## src/pmw_defines.vh

```
// Address map constants for the PCI memory window decoder.
// Assumes byte offsets within each window, already stripped of the window base.
`ifndef PMW_DEFINES_VH
`define PMW_DEFINES_VH
`define PMW_U_DATA0_BASE 20'h00000
`define PMW_U_DATA0_LAST 20'h3fffc
`define PMW_U_PRAM0_BASE 20'h40000
`define PMW_U_PRAM0_LAST 20'h4fffc
`define PMW_U_PROM0_BASE 20'h50000
`define PMW_U_PROM0_LAST 20'h53ffc
`define PMW_U_DATA1_BASE 20'h80000
`define PMW_U_DATA1_LAST 20'h9fffc
`define PMW_U_PRAM1_BASE 20'hc0000
`define PMW_U_PRAM1_LAST 20'hcfffc
`define PMW_U_PROM1_BASE 20'hd0000
`define PMW_U_PROM1_LAST 20'hd3ffc
`define PMW_P_DATA0_BASE 20'h00000
`define PMW_P_DATA0_LAST 20'h1fffc
`define PMW_P_PRAM0_BASE 20'h20000
`define PMW_P_PRAM0_LAST 20'h27ffc
`define PMW_P_PROM0_BASE 20'h28000
`define PMW_P_PROM0_LAST 20'h29ffc
`define PMW_P_DATA1_BASE 20'h40000
`define PMW_P_DATA1_LAST 20'h4fffc
`define PMW_P_PRAM1_BASE 20'h60000
`define PMW_P_PRAM1_LAST 20'h67ffc
`define PMW_P_PROM1_BASE 20'h68000
`define PMW_P_PROM1_LAST 20'h69ffc
`define PMW_TGT_NONE 3'h0
`define PMW_TGT_DRAM0 3'h1
`define PMW_TGT_PRAM0 3'h2
`define PMW_TGT_PROM0 3'h3
`define PMW_TGT_DRAM1 3'h4
`define PMW_TGT_PRAM1 3'h5
`define PMW_TGT_PROM1 3'h6
`endif

```

## src/pmw_decoder.v

```verilog
// PCI memory window decoder: maps unpacked and packed window accesses onto DSP memories.
// Assumes a one-cycle request strobe on mclk and memory read data one cycle after the request.
`timescale 1ns/1ps
`include "pmw_defines.vh"

// Contract
// RULE1 - Unpacked first-core data RAM, four 64K blocks
// RULE2 - Unpacked 16-bit data on lanes 2,1
// RULE3 - Unpacked first-core program RAM and ROM map
// RULE4 - Unpacked second-core data, program RAM, ROM map
// RULE5 - Unpacked reserved holes hold no memory
// RULE6 - Packed window: two halfwords, first-core data RAM
// RULE7 - Packed first-core program RAM and ROM map
// RULE8 - Packed second-core data, program RAM, ROM map
// RULE9 - Packed reserved holes hold no memory
// RULE10 - Packed program access moves upper 16 bits
// RULE11 - Accept only with memory space enable set
// RULE12 - Reserved/unused read zero; ROM, reserved writes ignored
// RULE13 - Master uses aligned addresses, ignores reserved
module pmw_decoder
(
   mclk,
   rst_n,
   req_valid,
   req_packed,
   req_write,
   req_addr,
   req_be,
   req_wdata,
   mem_space_en,
   rsp_valid,
   rsp_rdata,
   mem_req,
   mem_we,
   mem_target,
   mem_addr,
   mem_wmask,
   mem_wdata,
   mem_rdata
);
input wire mclk;
input wire rst_n;
input wire req_valid;
input wire req_packed;
input wire req_write;
input wire [19:0] req_addr;
input wire [3:0] req_be;
input wire [31:0] req_wdata;
input wire mem_space_en;
output wire rsp_valid;
output reg [31:0] rsp_rdata;
output reg [1:0] mem_req;
output reg mem_we;
output reg [2:0] mem_target;
output reg [15:0] mem_addr;
output reg [47:0] mem_wmask;
output reg [47:0] mem_wdata;
input wire [47:0] mem_rdata;

reg [2:0] tgt;
reg [19:0] base;
reg is_prog;
reg is_rom;
reg [15:0] waddr;
reg [1:0] lane_req;
reg [47:0] wmask_c;
reg [47:0] wdata_c;
reg rd_pend_reg;
reg packed_reg;
reg prog_reg;
reg [1:0] lanes_reg;
reg [31:0] rdata_c;
wire [19:0] off;
wire take;

assign off = req_addr - base;
assign take = req_valid & mem_space_en; // [RULE11]
assign rsp_valid = rd_pend_reg;

// Region decode for both footprints.
always @*
begin
   tgt = `PMW_TGT_NONE; // [RULE5] [RULE9]
   base = 20'h00000;
   if (!req_packed)
   begin
      if (req_addr <= `PMW_U_DATA0_LAST)
      begin
         tgt = `PMW_TGT_DRAM0; // [RULE1]
         base = `PMW_U_DATA0_BASE;
      end
      else if (req_addr >= `PMW_U_PRAM0_BASE && req_addr <= `PMW_U_PRAM0_LAST)
      begin
         tgt = `PMW_TGT_PRAM0; // [RULE3]
         base = `PMW_U_PRAM0_BASE;
      end
      else if (req_addr >= `PMW_U_PROM0_BASE && req_addr <= `PMW_U_PROM0_LAST)
      begin
         tgt = `PMW_TGT_PROM0; // [RULE3]
         base = `PMW_U_PROM0_BASE;
      end
      else if (req_addr >= `PMW_U_DATA1_BASE && req_addr <= `PMW_U_DATA1_LAST)
      begin
         tgt = `PMW_TGT_DRAM1; // [RULE4]
         base = `PMW_U_DATA1_BASE;
      end
      else if (req_addr >= `PMW_U_PRAM1_BASE && req_addr <= `PMW_U_PRAM1_LAST)
      begin
         tgt = `PMW_TGT_PRAM1; // [RULE4]
         base = `PMW_U_PRAM1_BASE;
      end
      else if (req_addr >= `PMW_U_PROM1_BASE && req_addr <= `PMW_U_PROM1_LAST)
      begin
         tgt = `PMW_TGT_PROM1; // [RULE4]
         base = `PMW_U_PROM1_BASE;
      end
   end
   else
   begin
      if (req_addr <= `PMW_P_DATA0_LAST)
      begin
         tgt = `PMW_TGT_DRAM0; // [RULE6]
         base = `PMW_P_DATA0_BASE;
      end
      else if (req_addr >= `PMW_P_PRAM0_BASE && req_addr <= `PMW_P_PRAM0_LAST)
      begin
         tgt = `PMW_TGT_PRAM0; // [RULE7]
         base = `PMW_P_PRAM0_BASE;
      end
      else if (req_addr >= `PMW_P_PROM0_BASE && req_addr <= `PMW_P_PROM0_LAST)
      begin
         tgt = `PMW_TGT_PROM0; // [RULE7]
         base = `PMW_P_PROM0_BASE;
      end
      else if (req_addr >= `PMW_P_DATA1_BASE && req_addr <= `PMW_P_DATA1_LAST)
      begin
         tgt = `PMW_TGT_DRAM1; // [RULE8]
         base = `PMW_P_DATA1_BASE;
      end
      else if (req_addr >= `PMW_P_PRAM1_BASE && req_addr <= `PMW_P_PRAM1_LAST)
      begin
         tgt = `PMW_TGT_PRAM1; // [RULE8]
         base = `PMW_P_PRAM1_BASE;
      end
      else if (req_addr >= `PMW_P_PROM1_BASE && req_addr <= `PMW_P_PROM1_LAST)
      begin
         tgt = `PMW_TGT_PROM1; // [RULE8]
         base = `PMW_P_PROM1_BASE;
      end
   end
end

// Word addressing, lane requests and write steering.
always @*
begin
   is_prog = (tgt == `PMW_TGT_PRAM0) || (tgt == `PMW_TGT_PROM0) ||
             (tgt == `PMW_TGT_PRAM1) || (tgt == `PMW_TGT_PROM1);
   is_rom = (tgt == `PMW_TGT_PROM0) || (tgt == `PMW_TGT_PROM1);
   wmask_c = 48'h000000000000;
   wdata_c = 48'h000000000000;
   if (req_packed)
   begin
      waddr = {off[16:2], 1'b0}; // [RULE6]
      lane_req = {|req_be[3:2], |req_be[1:0]};
      if (is_prog)
      begin
         wdata_c = {req_wdata[31:16], 8'h00, req_wdata[15:0], 8'h00}; // [RULE10]
         wmask_c = {{8{req_be[3]}}, {8{req_be[2]}}, 8'h00, {8{req_be[1]}}, {8{req_be[0]}}, 8'h00};
      end
      else
      begin
         wdata_c = {8'h00, req_wdata[31:16], 8'h00, req_wdata[15:0]};
         wmask_c = {8'h00, {8{req_be[3]}}, {8{req_be[2]}}, 8'h00, {8{req_be[1]}}, {8{req_be[0]}}};
      end
   end
   else
   begin
      waddr = off[17:2]; // [RULE1]
      lane_req = 2'b01;
      if (is_prog)
      begin
         wdata_c = {24'h000000, req_wdata[23:0]}; // [RULE3]
         wmask_c = {24'h000000, {8{req_be[2]}}, {8{req_be[1]}}, {8{req_be[0]}}};
      end
      else
      begin
         wdata_c = {32'h00000000, req_wdata[23:8]}; // [RULE2]
         wmask_c = {32'h00000000, {8{req_be[2]}}, {8{req_be[1]}}};
      end
   end
end

// Read data steering back onto the PCI lanes.
always @*
begin
   rdata_c = 32'h00000000; // [RULE12]
   // Reserved space in either footprint returns zero, never the idle memory bus.
   if (lanes_reg[0]) // [RULE5] [RULE9]
   begin
      if (packed_reg)
      begin
         if (prog_reg)
            rdata_c = {mem_rdata[47:32], mem_rdata[23:8]}; // [RULE10]
         else
            rdata_c = {mem_rdata[39:24], mem_rdata[15:0]};
      end
      else if (prog_reg)
         rdata_c = {8'h00, mem_rdata[23:0]};
      else
         rdata_c = {8'h00, mem_rdata[15:0], 8'h00}; // [RULE2]
   end
end

always @(posedge mclk or negedge rst_n)
begin
   if (!rst_n)
   begin
      mem_req <= 2'b00;
      mem_we <= 1'b0;
      mem_target <= 3'h0;
      mem_addr <= 16'h0000;
      mem_wmask <= 48'h000000000000;
      mem_wdata <= 48'h000000000000;
      rd_pend_reg <= 1'b0;
      packed_reg <= 1'b0;
      prog_reg <= 1'b0;
      lanes_reg <= 2'b00;
      rsp_rdata <= 32'h00000000;
   end
   else
   begin
      // Reserved space and ROM writes never reach memory.
      if (take && tgt != `PMW_TGT_NONE && !(req_write && is_rom)) // [RULE12] [RULE11]
         mem_req <= lane_req;
      else
         mem_req <= 2'b00;
      mem_we <= take && req_write && tgt != `PMW_TGT_NONE && !is_rom; // [RULE12]
      mem_target <= tgt;
      mem_addr <= waddr;
      mem_wmask <= wmask_c;
      mem_wdata <= wdata_c;
      rd_pend_reg <= take & ~req_write;
      packed_reg <= req_packed;
      prog_reg <= is_prog;
      lanes_reg <= (tgt == `PMW_TGT_NONE) ? 2'b00 : 2'b11;
      if (rd_pend_reg)
         rsp_rdata <= rdata_c;
   end
end
endmodule // pmw_decoder

```

## config.mk

```make
export PLATFORM = sky130hd
export DESIGN_NAME = pmw_decoder
export DESIGN_NICKNAME = d
export VERILOG_FILES = /design/src/pmw_decoder.v
export VERILOG_INCLUDE_DIRS = /design/src /design/src/src
export SDC_FILE = /design/constraint.sdc
export NUM_CORES = 1
export LEC_CHECK = 0
export ABC_AREA = 1
export BUFFER_PORTS_ARGS = -buffer_cell sky130_fd_sc_hd__buf_2
export CELL_PAD_IN_SITES_DETAIL_PLACEMENT = 0
export CELL_PAD_IN_SITES_GLOBAL_PLACEMENT = 1
export CORE_MARGIN = 8
export CORE_UTILIZATION = 36
export CTS_CLUSTER_DIAMETER = 60
export CTS_CLUSTER_SIZE = 10
export DETAILED_ROUTE_END_ITERATION = 7
export PLACE_DENSITY = 0.89
export SETUP_SLACK_MARGIN = 0.2
export SLEW_MARGIN = 20
export SYNTH_ARGS = -nofsm -noshare
export SYNTH_HDL_FRONTEND = slang
export SYNTH_SLANG_ARGS = --single-unit
```

## constraint.sdc

```tcl
create_clock -name mclk -period 4.55 [get_ports mclk]
set_clock_uncertainty 0.1 [all_clocks]
set_input_delay 0 -clock mclk [delete_from_list [all_inputs] [get_ports mclk]]
set_output_delay 0 -clock mclk [all_outputs]
set_load 0.02 [all_outputs]
```

# == Yosys cells after proc, flatten, opt, wreduce, memory -nomap -nowiden ==
# Cells that the tools add are included.
# op_classes
n_addsub,1
multipliers,0
div_mod_pow,0
n_lt_le_gt_ge,20
eq_ne,4
n_shift,0
muxes,40
bitwise_logic,3
n_reduce_logical,25
# op_table
op,count
18-bit 2-to-1 mux,12
48-bit 2-to-1 mux,4
32-bit 2-to-1 mux,3
20-bit by 19-bit greater-or-equal comparator with 1-bit output (second input constant),4
20-bit by 19-bit less-or-equal comparator with 1-bit output (second input constant),4
24-bit 2-to-1 mux,3
20-bit greater-or-equal comparator (second input constant),3
20-bit by 18-bit less-or-equal comparator with 1-bit output (second input constant),3
20-bit less-or-equal comparator (second input constant),3
20-bit by 18-bit greater-or-equal comparator with 1-bit output (second input constant),2
3-bit 2-to-1 mux,13
20-bit by 17-bit less-or-equal comparator with 1-bit output (second input constant),1
18-bit subtractor,1
17-bit 2-to-1 mux,1
16-bit 2-to-1 mux,1
1-bit logical AND,15
3-bit by 2-bit == test with 1-bit output (second input constant),2
3-bit == test (second input constant),2
1-bit logical OR,4
2-bit 2-to-1 mux,2
2-bit OR reduction,2
3-bit zero test,1
3-bit nonzero test,1
1-bit bitwise AND,2
other kinds (3),4
# totals
regBits,154
latchBits,0
ramBits,0
mem_bits_ro,0
inputBits,110
output_inout_bits,151
elab_cells,104
mem_count,0

# == Logic depth before layout (Yosys ltp) ==
# Gate-level depths: netlist of the first run.
# depth
word_depth,15
depth_mapped,19
mapped_depth_nobuf,18

# == Worst setup path after synthesis of the first run ==
# No wires, ideal clock.
# synth_timing
kind,input port to flip-flop
startpoint,input port req_addr[17]
endpoint,register mem_addr[15]
setup_time_ns,0.137
t_arrival_ns,1.666
required_ns,4.313
setup_slack_ns,2.648
cell_stages,15
path_buffers,1
cell_sequence,buf_4 > nand2_1 > inv_2 > nand2_1 > nor2_1 > nand3_1 > nand2_1 > nand2_1 > nand2_1 > a21oi_1 > ha_1 > fa_1 > or2_2 > nand3_1 > o21ai_0
# synth_via
elab_chain_cells,11
word_cells_on_any_way,44
classes_between,add/sub (1); order compare (20); mux (14); reduce/logical (9)
# synth_lines
element,line_no,text
start: declaration,pmw_decoder.v:46,input wire [19:0] req_addr;
20-bit by 19-bit greater-or-equal comparator with 1-bit output (no source line) (tied with other cells),n/a,
1-bit logical AND (no source line),n/a,
18-bit 2-to-1 mux / 17-bit 2-to-1 mux (equally long branches),"pmw_decoder.v:145, pmw_decoder.v:112",
18-bit 2-to-1 mux (on tied branches),"pmw_decoder.v:140, pmw_decoder.v:107",
18-bit 2-to-1 mux (on tied branches),"pmw_decoder.v:135, pmw_decoder.v:102",
18-bit 2-to-1 mux (on tied branches),"pmw_decoder.v:130, pmw_decoder.v:97",
18-bit 2-to-1 mux (on tied branches),"pmw_decoder.v:125, pmw_decoder.v:92",
18-bit 2-to-1 mux (on tied branches),"pmw_decoder.v:120, pmw_decoder.v:87",
18-bit 2-to-1 mux,pmw_decoder.v:85,if (!req_packed)
18-bit subtractor (*),pmw_decoder.v:76,assign off = req_addr - base;
16-bit 2-to-1 mux (*),pmw_decoder.v:161,if (req_packed)
via waddr[15],pmw_decoder.v:64,reg [15:0] waddr;
end signal: assignment,pmw_decoder.v:239,mem_addr <= waddr;
end: declaration,pmw_decoder.v:55,output reg [15:0] mem_addr;
# The timed path passes the listed nets; every way through them passes the cells marked *.
# A chain may end at the register's enable or synchronous reset.

# == Worst setup path in the final report of the first run ==
# layout_timing
startpoint,input port req_addr[9]
endpoint,register mem_wdata[2]
# layout_via
elab_chain_cells,15
word_cells_on_any_way,52
classes_between,order compare (20); eq/ne (4); mux (16); reduce/logical (12)
# layout_lines
element,line_no,text
20-bit greater-or-equal comparator (no source line) (tied with other cells),n/a,
1-bit logical AND (no source line),n/a,
3-bit 2-to-1 mux (on tied branches),"pmw_decoder.v:112, pmw_decoder.v:145",
3-bit 2-to-1 mux (on tied branches),"pmw_decoder.v:107, pmw_decoder.v:140",
3-bit 2-to-1 mux (on tied branches),"pmw_decoder.v:102, pmw_decoder.v:135",
3-bit 2-to-1 mux (on tied branches),"pmw_decoder.v:97, pmw_decoder.v:130",
3-bit 2-to-1 mux (on tied branches),"pmw_decoder.v:92, pmw_decoder.v:125",
3-bit 2-to-1 mux (on tied branches),"pmw_decoder.v:87, pmw_decoder.v:120",
3-bit 2-to-1 mux (*),pmw_decoder.v:85,
via tgt[2],pmw_decoder.v:60,reg [2:0] tgt;
3-bit by 2-bit == test with 1-bit output (no source line),n/a,
1-bit logical OR (2 in a row),pmw_decoder.v:156,is_prog = (tgt == `PMW_TGT_PRAM0) || (tgt == `PMW_TGT_PROM0) ||
1-bit logical OR (*),pmw_decoder.v:156,
24-bit 2-to-1 mux / 48-bit 2-to-1 mux (equally long branches),"pmw_decoder.v:180, pmw_decoder.v:165",
48-bit 2-to-1 mux (*),pmw_decoder.v:161,
via wdata_c[2],pmw_decoder.v:67,reg [47:0] wdata_c;
end signal: assignment,pmw_decoder.v:241,mem_wdata <= wdata_c;
end: declaration,pmw_decoder.v:57,output reg [47:0] mem_wdata;
# Marks and branches as above.

==> impl_metrics.csv, run 1 <==
group,metric,value,unit
outcome,status,"finished, final reports clean",
yosys,synth_area,5910,um^2
cts,cts_sinks,112,
cts,insertion_delay,0.35,ns
power_and_ir_drop,power_density,350,nW/um^2
yosys,ys_ff_latch,112,
sta,fmax,0.309,GHz
worst_setup_path,arrival,3.38,ns
global_routing,grt_usage,0.205,
drt,first_iter_violations,480,
global_routing,grt_max_degree,67,
cts,cts.htree.levels,3,
sta,finalCritPeriodShare,0.712,
global_routing,overflow,0,
cells_and_area,instances_no_fill,1291,
global_routing,antenna_found_initial,0,
worst_setup_path,crit_cells,18,
placement,place.gp.congestion,0.919,
cells_and_area,final_area,8650,um^2
cts,clk_pin_slew,0.09,ns
cts,cts_tree,"built",
yosys,yosysUniqueCellTypes,34,
sta,finalSetupTns,0,ns
worst_setup_path,critPathBufInv,4,
floorplan,rows,47,
worst_setup_path,cpPeakStageDelay,0.57,ns
yosys,synth_top_area_cell,"dfrtp_1",
placement,dp_cells,1143,
drt,vias_per_cell,4.81,
worst_setup_path,crit_path_end_kind,"register",
cells_and_area,utilization,0.529,
worst_setup_path,start_kind,"input port",
cts,numCtsBuffers,9,
floorplan,die-height,144,um
sta,post-route-min-period,3.24,ns
hold_path,whs_path_depth,5,
global_routing,grt_pass1_vias,6218,
sta,timing.slew.headroom,0.309,
floorplan,dieArea,20800,um^2
cells_and_area,final_common_cell,"buf_2",
yosys,synthTopCellsByArea,"dfrtp_1 47%, nand2_1 12%, nand3_1 7.4%",
yosys,ys_seq_area_frac,0.474,
power_and_ir_drop,leakage,4.70,nW
sta,tightestPinTransition,1.04,ns
cells_and_area,area_growth,46.3,%
worst_setup_path,crit_top_cell,"nand2_1",
cells_and_area,drive_above_1_share,0.289,
cts,cts_resized,0,
hold_path,hold_class,"input port to register",
worst_setup_path,worstSetupPathType,"input port to register",
cts,cts_setup_buffers,0,
cells_and_area,largest_reg_flops,48,
floorplan,die_w,144,um
drt,drtPass1Iterations,5,
drt,wl,21600,um
drt,post_drt_wl_per_cell,16.7,um
yosys,synth_nets,846,
placement,dp_hpwl,14900,um
yosys,syn_inst,734,
drt,drc,0,
worst_setup_path,path_cells,"dlygate4sd3_1, buf_2, nand2_1, nor2_1, nand2_1, nor2_1, nand3_1, nand2_1, nand2_1, nand3_1, nand2_1, nand2_4, nand2_8, nand2_4, clkinv_4, nand3_1, nand2_1, dlygate4sd3_1",
worst_setup_path,r2r.worst_path.cells,7,
yosys,synth_warnings,0,
floorplan,io-pin-count,261,
placement,numPortBuffers,260,
cells_and_area,mostFrequentLayoutCells,"259 x buf_2, 186 x nand2_1, 132 x dlygate4sd3_1",
yosys,synthDominantCellAreaShare,0.474,
worst_setup_path,crit_path_max_fanout,40,
cts,clock_path_buffers,2,
job,maxCapViolCount,0,
power_and_ir_drop,peakVddDrop,193,uV
cells_and_area,reg.largest.list,"mem_wdata (48), rsp_rdata (32), mem_addr (16)",
worst_setup_path,crit_slowest_cell,"dlygate4sd3_1",
cells_and_area,top_register,"mem_wdata",
yosys,avgSynthCellArea,8.06,um^2
worst_setup_path,cp_top_family,"simple AND/OR/NAND/NOR gates",
sta,maxSlewViolCount,0,
sta,setup_viol,0,
floorplan,initial_core_util,0.362,
global_routing,grt_pass1_wl,33300,um
placement,placed_cell_area,7030,um^2
worst_setup_path,cp.required,4.70,ns
sta,hold_violations,0,
cells_and_area,antennaDiodeCount,0,
drt,ant_nets,0,
sta,grt_setup_unrepaired,"no",
drt,via_count,6209,
cts,root_buffer,"clkbuf_16",
worst_setup_path,r2r_setup_slack,1.44,ns
cells_and_area,nets,1178,
floorplan,coreArea,16300,um^2
per-stage QoR:
step	power (mW)	hold WS [ns]	setup slack [ns]
floorplan	1.80	-0.396	2.65
global placement	2.08	0.0599	1.84
detailed placement	2.09	0.0603	1.76
CTS	3.04	0.0000304	1.39
global route	3.20	0.0433	1.05
finish	3.03	0.0287	1.31
cell families (layout without fill, tap and decap cells):
group / Yosys count / in the layout / share of synthesized area
adder cells (fa/ha/maj): 2 / 2 / 0.00550
AO/OA/AOI/OAI: 96 / 96 / 0.0901
multiplexers: 21 / 21 / 0.0355
AND/OR/NAND/NOR: 365 / 365 / 0.271
buffers and inverters: 138 / 475 / 0.124
flip-flops: 112 / 112 / 0.474
Yosys cell counts:
library cell and count:
clkbuf_1 17, o21bai_2 1, buf_4 48, nand2_8 1
a21oi_1 15, o21ai_0 51, nand3_1 87, a31oi_1 1
nor2_2 3, inv_4 1, nor3_1 1, nand3b_1 9
buf_8 1, buf_1 2, nor2_1 59, buf_2 5
nand2_1 186, fa_1 1, nor2_4 2, mux2i_1 21
a22oi_1 11, nand4_1 3, o221ai_1 4, nand2_2 11
ha_1 1, buf_6 1, o211ai_1 1, dfrtp_1 112
o21ai_1 12, inv_1 55, or2_2 1, nand2_4 2
clkinv_4 1, inv_2 7
final cells by class:
cell class	count	area [um^2]
fill	1532	7690
sequential	112	2800
timing repair buffer	395	2650
multi-input combinational	484	2380
tap	220	275
inverter	64	248
clock buffer	9	225
clock inverter	7	75.1
report_power, final:
group	switching, mW	internal [mW]	total [mW]
clock network	0.412	0.389	0.801
logic	0.619	0.401	1.02
registers	0.0849	1.12	1.21
worst paths after layout:
check,to,startpoint
worst max-delay path,mem_wdata[2],req_addr[9]
worst min-delay path,rsp_rdata[17],mem_rdata[17]
worst max register to register,rsp_rdata[15],prog_reg
worst min register to register,rsp_rdata[24],rsp_rdata[24]
max in group asynchronous,mem_wdata[16],rst_n
min in group asynchronous,rsp_rdata[29],rst_n
metal layers:
| layer | part of all wire | GRT usage | wire [um] |
|---|---|---|---|
| met1 | 0.41 | 0.265 | 8880 |
| met2 | 0.46 | 0.324 | 10000 |
| met3 | 0.10 | 0.0505 | 2170 |
| met4 | 0.024 | 0.0816 | 524 |
| met5 | 0 | 0 | 0 |
repair_timing:
action / 4_1_cts / 5_1_grt
endpoints found under the hold margin: 169 / 0
setup endpoints to repair: 0 / 0
hold buffers: 132 / 0
worst register-to-register path, cell delays in order, from the launching register on:
cell	delay, ns
dfrtp_1	0.97
inv_1	0.42
nand2_1	0.15
nand2_1	0.09
dlygate4sd3_1	0.58
nand2_1	0.08
nand3_1	0.07
dlygate4sd3_1	0.55
No activity file was read; power rests on OpenSTA's default activity.
==> inputs of run 2 (changes only) <==
- CORE_UTILIZATION: 36 -> 34
- PLACE_DENSITY: 0.89 -> 0.84
- clock period: 4.55 -> 3.2 ns (I/O delays scaled with it)
==> run 2 against run 1 <==
Sequential cell count stayed put. Sequential share of layout area increased by 0.13 points. Sequential power grew 40%. Via count shrank 0.84%. Cell area shrank 0.39%. Highest routed layer unchanged. Worst hold slack improved by 0.0025 ns. Global-route usage shrank 1.1 points. Utilization decreased by 2.7 points. Largest cell class unchanged. Combinational power rose by 42%. Final cell count hardly changed. Worst setup slack got worse by 0.90 ns.
==> impl_metrics.csv, run 2 (same netlist as run 1, synthesis figures left out) <==
group,metric,value,unit
drt,first_iter_violations,406,
placement,dpl_worst_slack,0.662,ns
floorplan,die_w,148,um
cts,insertion_delay,0.35,ns
sta,setup_viol,0,
cells_and_area,mostFrequentLayoutCells,"259 x buf_2, 186 x nand2_1, 122 x dlygate4sd3_1",
floorplan,die-height,148,um
floorplan,initial_core_util,0.344,
worst_setup_path,r2r.worst_path.cells,5,
global_routing,grt_pass1_wl,33900,um
global_routing,overflow,0,
power_and_ir_drop,p_sw,1.52,mW
hold_path,whs_path_depth,5,
hold_path,holdCritStartpoint,"mem_rdata[21]",
drt,via_count,6157,
cells_and_area,area_growth,45.8,%
sta,finalSetupTns,0,ns
floorplan,dieArea,21900,um^2
drt,drtPass1Iterations,5,
worst_setup_path,r2r-end,"rsp_rdata[14]",
sta,maxSlewViolCount,0,
placement,dp_cells,1150,
power_and_ir_drop,clock_power_share,0.269,
worst_setup_path,cp.required,3.33,ns
cells_and_area,antennaDiodeCount,0,
cts,cts_tree,"built",
sta,post-route-min-period,2.78,ns
worst_setup_path,r2r_setup_slack,0.62,ns
cts,clock_path_buffers,2,
worst_setup_path,reg2reg_from,"prog_reg",
worst_setup_path,crit_path_max_fanout,28,
global_routing,grt_usage,0.195,
placement,place.gp.congestion,0.877,
floorplan,rows,48,
power_and_ir_drop,peakVddDrop,312,uV
cts,cts.htree.levels,3,
sta,timing.slew.headroom,0.329,
drt,ant_nets,0,
worst_setup_path,worstSetupPathType,"input port to register",
drt,wl,21600,um
cells_and_area,final_common_cell,"buf_2",
job,maxCapViolCount,0,
sta,hold_ws,0.0312,ns
cts,cts_sinks,112,
cells_and_area,drive_above_1_share,0.294,
hold_path,worst_hold_path.endpoint,"rsp_rdata[13]",
cells_and_area,nets,1172,
drt,post_drt_wl_per_cell,16.8,um
drt,drc,0,
worst_setup_path,crit_start,"req_addr[3]",
power_and_ir_drop,p_int,2.77,mW
floorplan,coreArea,17200,um^2
sta,grt_setup_unrepaired,"no",
worst_setup_path,arrival,2.92,ns
sta,hold_violations,0,
sta,tightestPinTransition,1.01,ns
worst_setup_path,crit_path_end_kind,"register",
worst_setup_path,start_kind,"input port",
cts,root_buffer,"clkbuf_16",
power_and_ir_drop,power_density,499,nW/um^2
drt,vias_per_cell,4.77,
cells_and_area,fillers,1652,
sta,finalCritPeriodShare,0.870,
sta,fmax,0.359,GHz
cells_and_area,instances_no_fill,1290,
power_and_ir_drop,leakage,4.67,nW
placement,dp_hpwl,15300,um
cts,cts_setup_buffers,0,
floorplan,io-pin-count,261,
sta,setup_ws,0.416,ns
cts,clk_pin_slew,0.08,ns
power_and_ir_drop,p_comb_frac,0.337,
global_routing,grt_pass1_vias,6178,
cts,numCtsBuffers,9,
cells_and_area,largest_reg_flops,48,
power_and_ir_drop,swShare,0.355,
global_routing,antenna_found_initial,0,
placement,numPortBuffers,260,
hold_path,hold_class,"input port to register",
global_routing,grt_max_degree,63,
cells_and_area,top_register,"mem_wdata",
power_and_ir_drop,power_frac_seq,0.394,
cells_and_area,reg.largest.list,"mem_wdata (48), rsp_rdata (32), mem_addr (16)",
outcome,status,"finished, final reports clean",
## run 2: cell types whose count changed in the layout (fill, tap and decap cells not counted), sizes merged
cell / previous run / this run
dlygate4sd3: 132 / 122
inv: 66 / 63
buf: 263 / 265
clkbuf: 9 / 11
nand2: 200 / 202
bufinv: 0 / 1
## run 2: per-layer routing
layer  GRT usage  up-vias  share of wire
li1            -     2985              -
met1       0.236     2858           0.41
met2       0.324      296           0.48
met3      0.0715       18          0.098
met4      0.0413        0          0.011
met5           0        -              0
## run 2: worst max path at each step
stage	cells after the start	endpoint
6_report	16	mem_wdata[23]
5_1_grt	17	mem_wdata[19]
4_1_cts	18	mem_wdata[19]
3_5_place_dp	15	mem_wdata[1]
3_3_place_gp	15	mem_wdata[3]
2_1_floorplan	15	mem_addr[15]
## run 2: power by group through the flow
| stage | Sequential [mW] | Combinational [mW] | Clock [mW] |
|---|---|---|---|
| after floorplan | 1.94 | 0.614 | 0 |
| after global placement | 1.72 | 1.25 | 0 |
| after detailed placement | 1.72 | 1.26 | 0 |
| after CTS | 1.69 | 1.44 | 1.19 |
| after global routing | 1.71 | 1.57 | 1.26 |
| final | 1.70 | 1.45 | 1.16 |
## run 2: per-stage QoR
step / util / area, um^2 / power [mW]
2_1_floorplan: - / 5910 / 2.56
3_3_place_gp: 0.411 / 7070 / 2.97
3_5_place_dp: 0.411 / 7070 / 2.98
4_1_cts: 0.500 / 8590 / 4.32
5_1_grt: 0.502 / 8620 / 4.54
6_report: 0.502 / 8620 / 4.30
## run 2: worst max-delay path: stages
cell and delay, ns:
dlygate4sd3_1 0.54, buf_2 0.13, nand2_1 0.08, nor2_1 0.22
nand2_1 0.10, nor2_2 0.18, nand3_1 0.12, o21bai_2 0.17
nand3_1 0.09, nand2_1 0.12, nand2_4 0.09, nand2_8 0.19
nand2_8 0.13, nand3_1 0.09, o21ai_1 0.07, dlygate4sd3_1 0.58
## run 2: repair_timing
| item | 4_1_cts | 5_1_grt |
|---|---|---|
| hold buffers | 122 | 0 |
| endpoints found under the setup margin | 0 | 3 |
| gates resized for setup | 0 | 2 |
| endpoints found under the hold margin | 164 | 0 |
## run 2: cell type report
cell class | instances | area, um^2 | share of cell area
clock buffer | 11 | 243 | 0.0282
sequential | 112 | 2800 | 0.325
tap | 225 | 282 | 0.0327
clock inverter | 5 | 56.3 | 0.00653
multi-input combinational | 486 | 2410 | 0.280
timing repair buffer | 387 | 2570 | 0.299
inverter | 64 | 250 | 0.0290
==> inputs of run 3 (changes only) <==
- REMOVE_ABC_BUFFERS: default -> 1
==> run 3 against run 2 <==
Cell area grew 0.12%. Register-to-register slack lost 0.03 ns. Total power grew 0.28%. First-iteration DRC count grew 6.4%. Critical endpoint is now mem_wdata[44]. Largest cell class unchanged. Routed wire length shrank 0.57%. Worst setup slack gained 0.17 ns. Critical path depth is the same.
==> impl_metrics.csv, run 3 (same netlist as run 1, synthesis figures left out) <==
group,metric,value,unit
outcome,status,"finished, final reports clean",
floorplan,die_w,148,um
cts,clock_path_buffers,2,
worst_setup_path,worstSetupPathType,"input port to register",
global_routing,grt_pass1_vias,6207,
sta,setup_viol,0,
power_and_ir_drop,clock_power_share,0.272,
worst_setup_path,r2r.worst_path.cells,5,
floorplan,dieArea,21900,um^2
sta,grt_setup_unrepaired,"no",
cells_and_area,mostFrequentLayoutCells,"259 x buf_2, 186 x nand2_1, 125 x dlygate4sd3_1",
power_and_ir_drop,peakVddDrop,244,uV
floorplan,die-height,148,um
power_and_ir_drop,p_sw,1.60,mW
cells_and_area,final_common_cell,"buf_2",
power_and_ir_drop,p_comb_frac,0.335,
worst_setup_path,cp.required,3.39,ns
sta,post-route-min-period,2.61,ns
sta,tightestPinTransition,1.06,ns
cells_and_area,drive_above_1_share,0.293,
placement,numPortBuffers,260,
drt,via_count,6150,
sta,hold_violations,0,
floorplan,initial_core_util,0.344,
placement,dp_hpwl,15000,um
hold_path,hold_class,"input port to register",
power_and_ir_drop,leakage,4.68,nW
drt,post_drt_wl_per_cell,16.6,um
sta,finalSetupTns,0,ns
global_routing,overflow,0,
cells_and_area,reg.largest.list,"mem_wdata (48), rsp_rdata (32), mem_addr (16)",
power_and_ir_drop,swShare,0.371,
cells_and_area,area_growth,45.9,%
power_and_ir_drop,power.total,4.31,mW
cells_and_area,final_area,8630,um^2
cells_and_area,antennaDiodeCount,0,
floorplan,coreArea,17200,um^2
drt,wl,21500,um
hold_path,whs_path_depth,3,
sta,fmax,0.383,GHz
global_routing,grt_usage,0.193,
cts,cts_tree,"built",
cts,clk_pin_slew,0.08,ns
worst_setup_path,arrival,2.80,ns
sta,hold_ws,0.0213,ns
global_routing,antenna_found_initial,0,
worst_setup_path,start_kind,"input port",
cells_and_area,top_register,"mem_wdata",
worst_setup_path,r2r_setup_slack,0.59,ns
cts,root_buffer,"clkbuf_16",
placement,place.gp.congestion,0.916,
cts,cts.htree.levels,3,
placement,placed_cell_area,7070,um^2
global_routing,grt_max_degree,61,
cells_and_area,largest_reg_flops,48,
cells_and_area,nets,1174,
drt,first_iter_violations,432,
worst_setup_path,crit_path_max_fanout,40,
sta,maxSlewViolCount,0,
cts,cts_sinks,112,
cts,cts_resized,0,
drt,vias_per_cell,4.76,
power_and_ir_drop,p_int,2.71,mW
worst_setup_path,crit_path_end_kind,"register",
drt,drc,0,
cells_and_area,utilization,0.502,
hold_path,holdCritStartpoint,"mem_rdata[10]",
power_and_ir_drop,power_frac_seq,0.393,
floorplan,rows,48,
job,maxCapViolCount,0,
worst_setup_path,r2r-end,"rsp_rdata[14]",
hold_path,worst_hold_path.endpoint,"rsp_rdata[10]",
worst_setup_path,reg2reg_from,"prog_reg",
cts,numCtsBuffers,9,
global_routing,grt_pass1_wl,33500,um
drt,ant_nets,0,
drt,drtPass1Iterations,5,
cts,insertion_delay,0.35,ns
sta,finalCritPeriodShare,0.816,
sta,timing.slew.headroom,0.293,
power_and_ir_drop,power_density,500,nW/um^2
floorplan,io-pin-count,261,
-- run 3: cell count changes in the layout (fill, tap and decap cells not counted), sizes merged --
cell	change
inv	+5
dlygate4sd3	+3
clkbuf	-2
clkinv	-2
nand2	-2
buf	+1
bufinv	-1
-- run 3: per-layer routing --
metal / GRT usage / wire (um)
met2: 0.325 / 10400
met3: 0.0504 / 1760
met5: 0 / 0
met4: 0.0704 / 444
met1: 0.233 / 8850
-- run 3: power groups by stage --
stage | clock [mW] | sequential, mW | combinational, mW
after floorplan | 0 | 2.04 | 0.389
after global placement | 0 | 1.72 | 1.26
after detailed placement | 0 | 1.72 | 1.26
after CTS | 1.22 | 1.69 | 1.45
after global routing | 1.28 | 1.72 | 1.57
final | 1.17 | 1.70 | 1.44
-- run 3: per-stage QoR --
step,worst slack [ns],instances
final,0.590,1292
after global routing,0.257,1292
after CTS,0.552,1292
after detailed placement,0.743,1151
after global placement,0.596,1151
after floorplan,0.889,660
-- run 3: worst max-delay path: stages --
cell and delay (ns):
dlygate4sd3_1 0.52, buf_2 0.12, nand2_1 0.07, nor2_1 0.24, nand2_1 0.12, nor2_1 0.17
nand3_1 0.10, nand2_1 0.08, nand2_1 0.07, nand3_1 0.12, nand2_2 0.08, nand2_4 0.11
nand2_8 0.14, nand2_4 0.43, nand2_2 0.25, nor2_1 0.15
-- run 3: worst max-delay path by stage --
stage / startpoint / to / slack, ns / cells past startpoint
2_1_floorplan: req_packed / mem_addr[15] / 0.89 / 7
3_3_place_gp: req_addr[0] / mem_wdata[3] / 0.60 / 15
3_5_place_dp: req_addr[3] / mem_wdata[46] / 0.74 / 14
4_1_cts: prog_reg / rsp_rdata[14] / 0.55 / 5
5_1_grt: req_addr[3] / mem_wmask[46] / 0.26 / 16
6_report: req_addr[9] / mem_wdata[44] / 0.59 / 16
-- run 3: area by class of cell --
class | instances | area, um^2
timing repair buffer | 391 | 2610
inverter | 64 | 248
clock buffer | 9 | 225
multi-input combinational | 484 | 2380
tap | 225 | 282
sequential | 112 | 2800
fill | 1664 | 8550
clock inverter | 7 | 80.1
-- run 3: repair_timing --
action / 4_1_cts / 5_1_grt
hold buffers: 125 / 0
buffers inserted: 0 / 0
endpoints found under the hold margin: 157 / 0
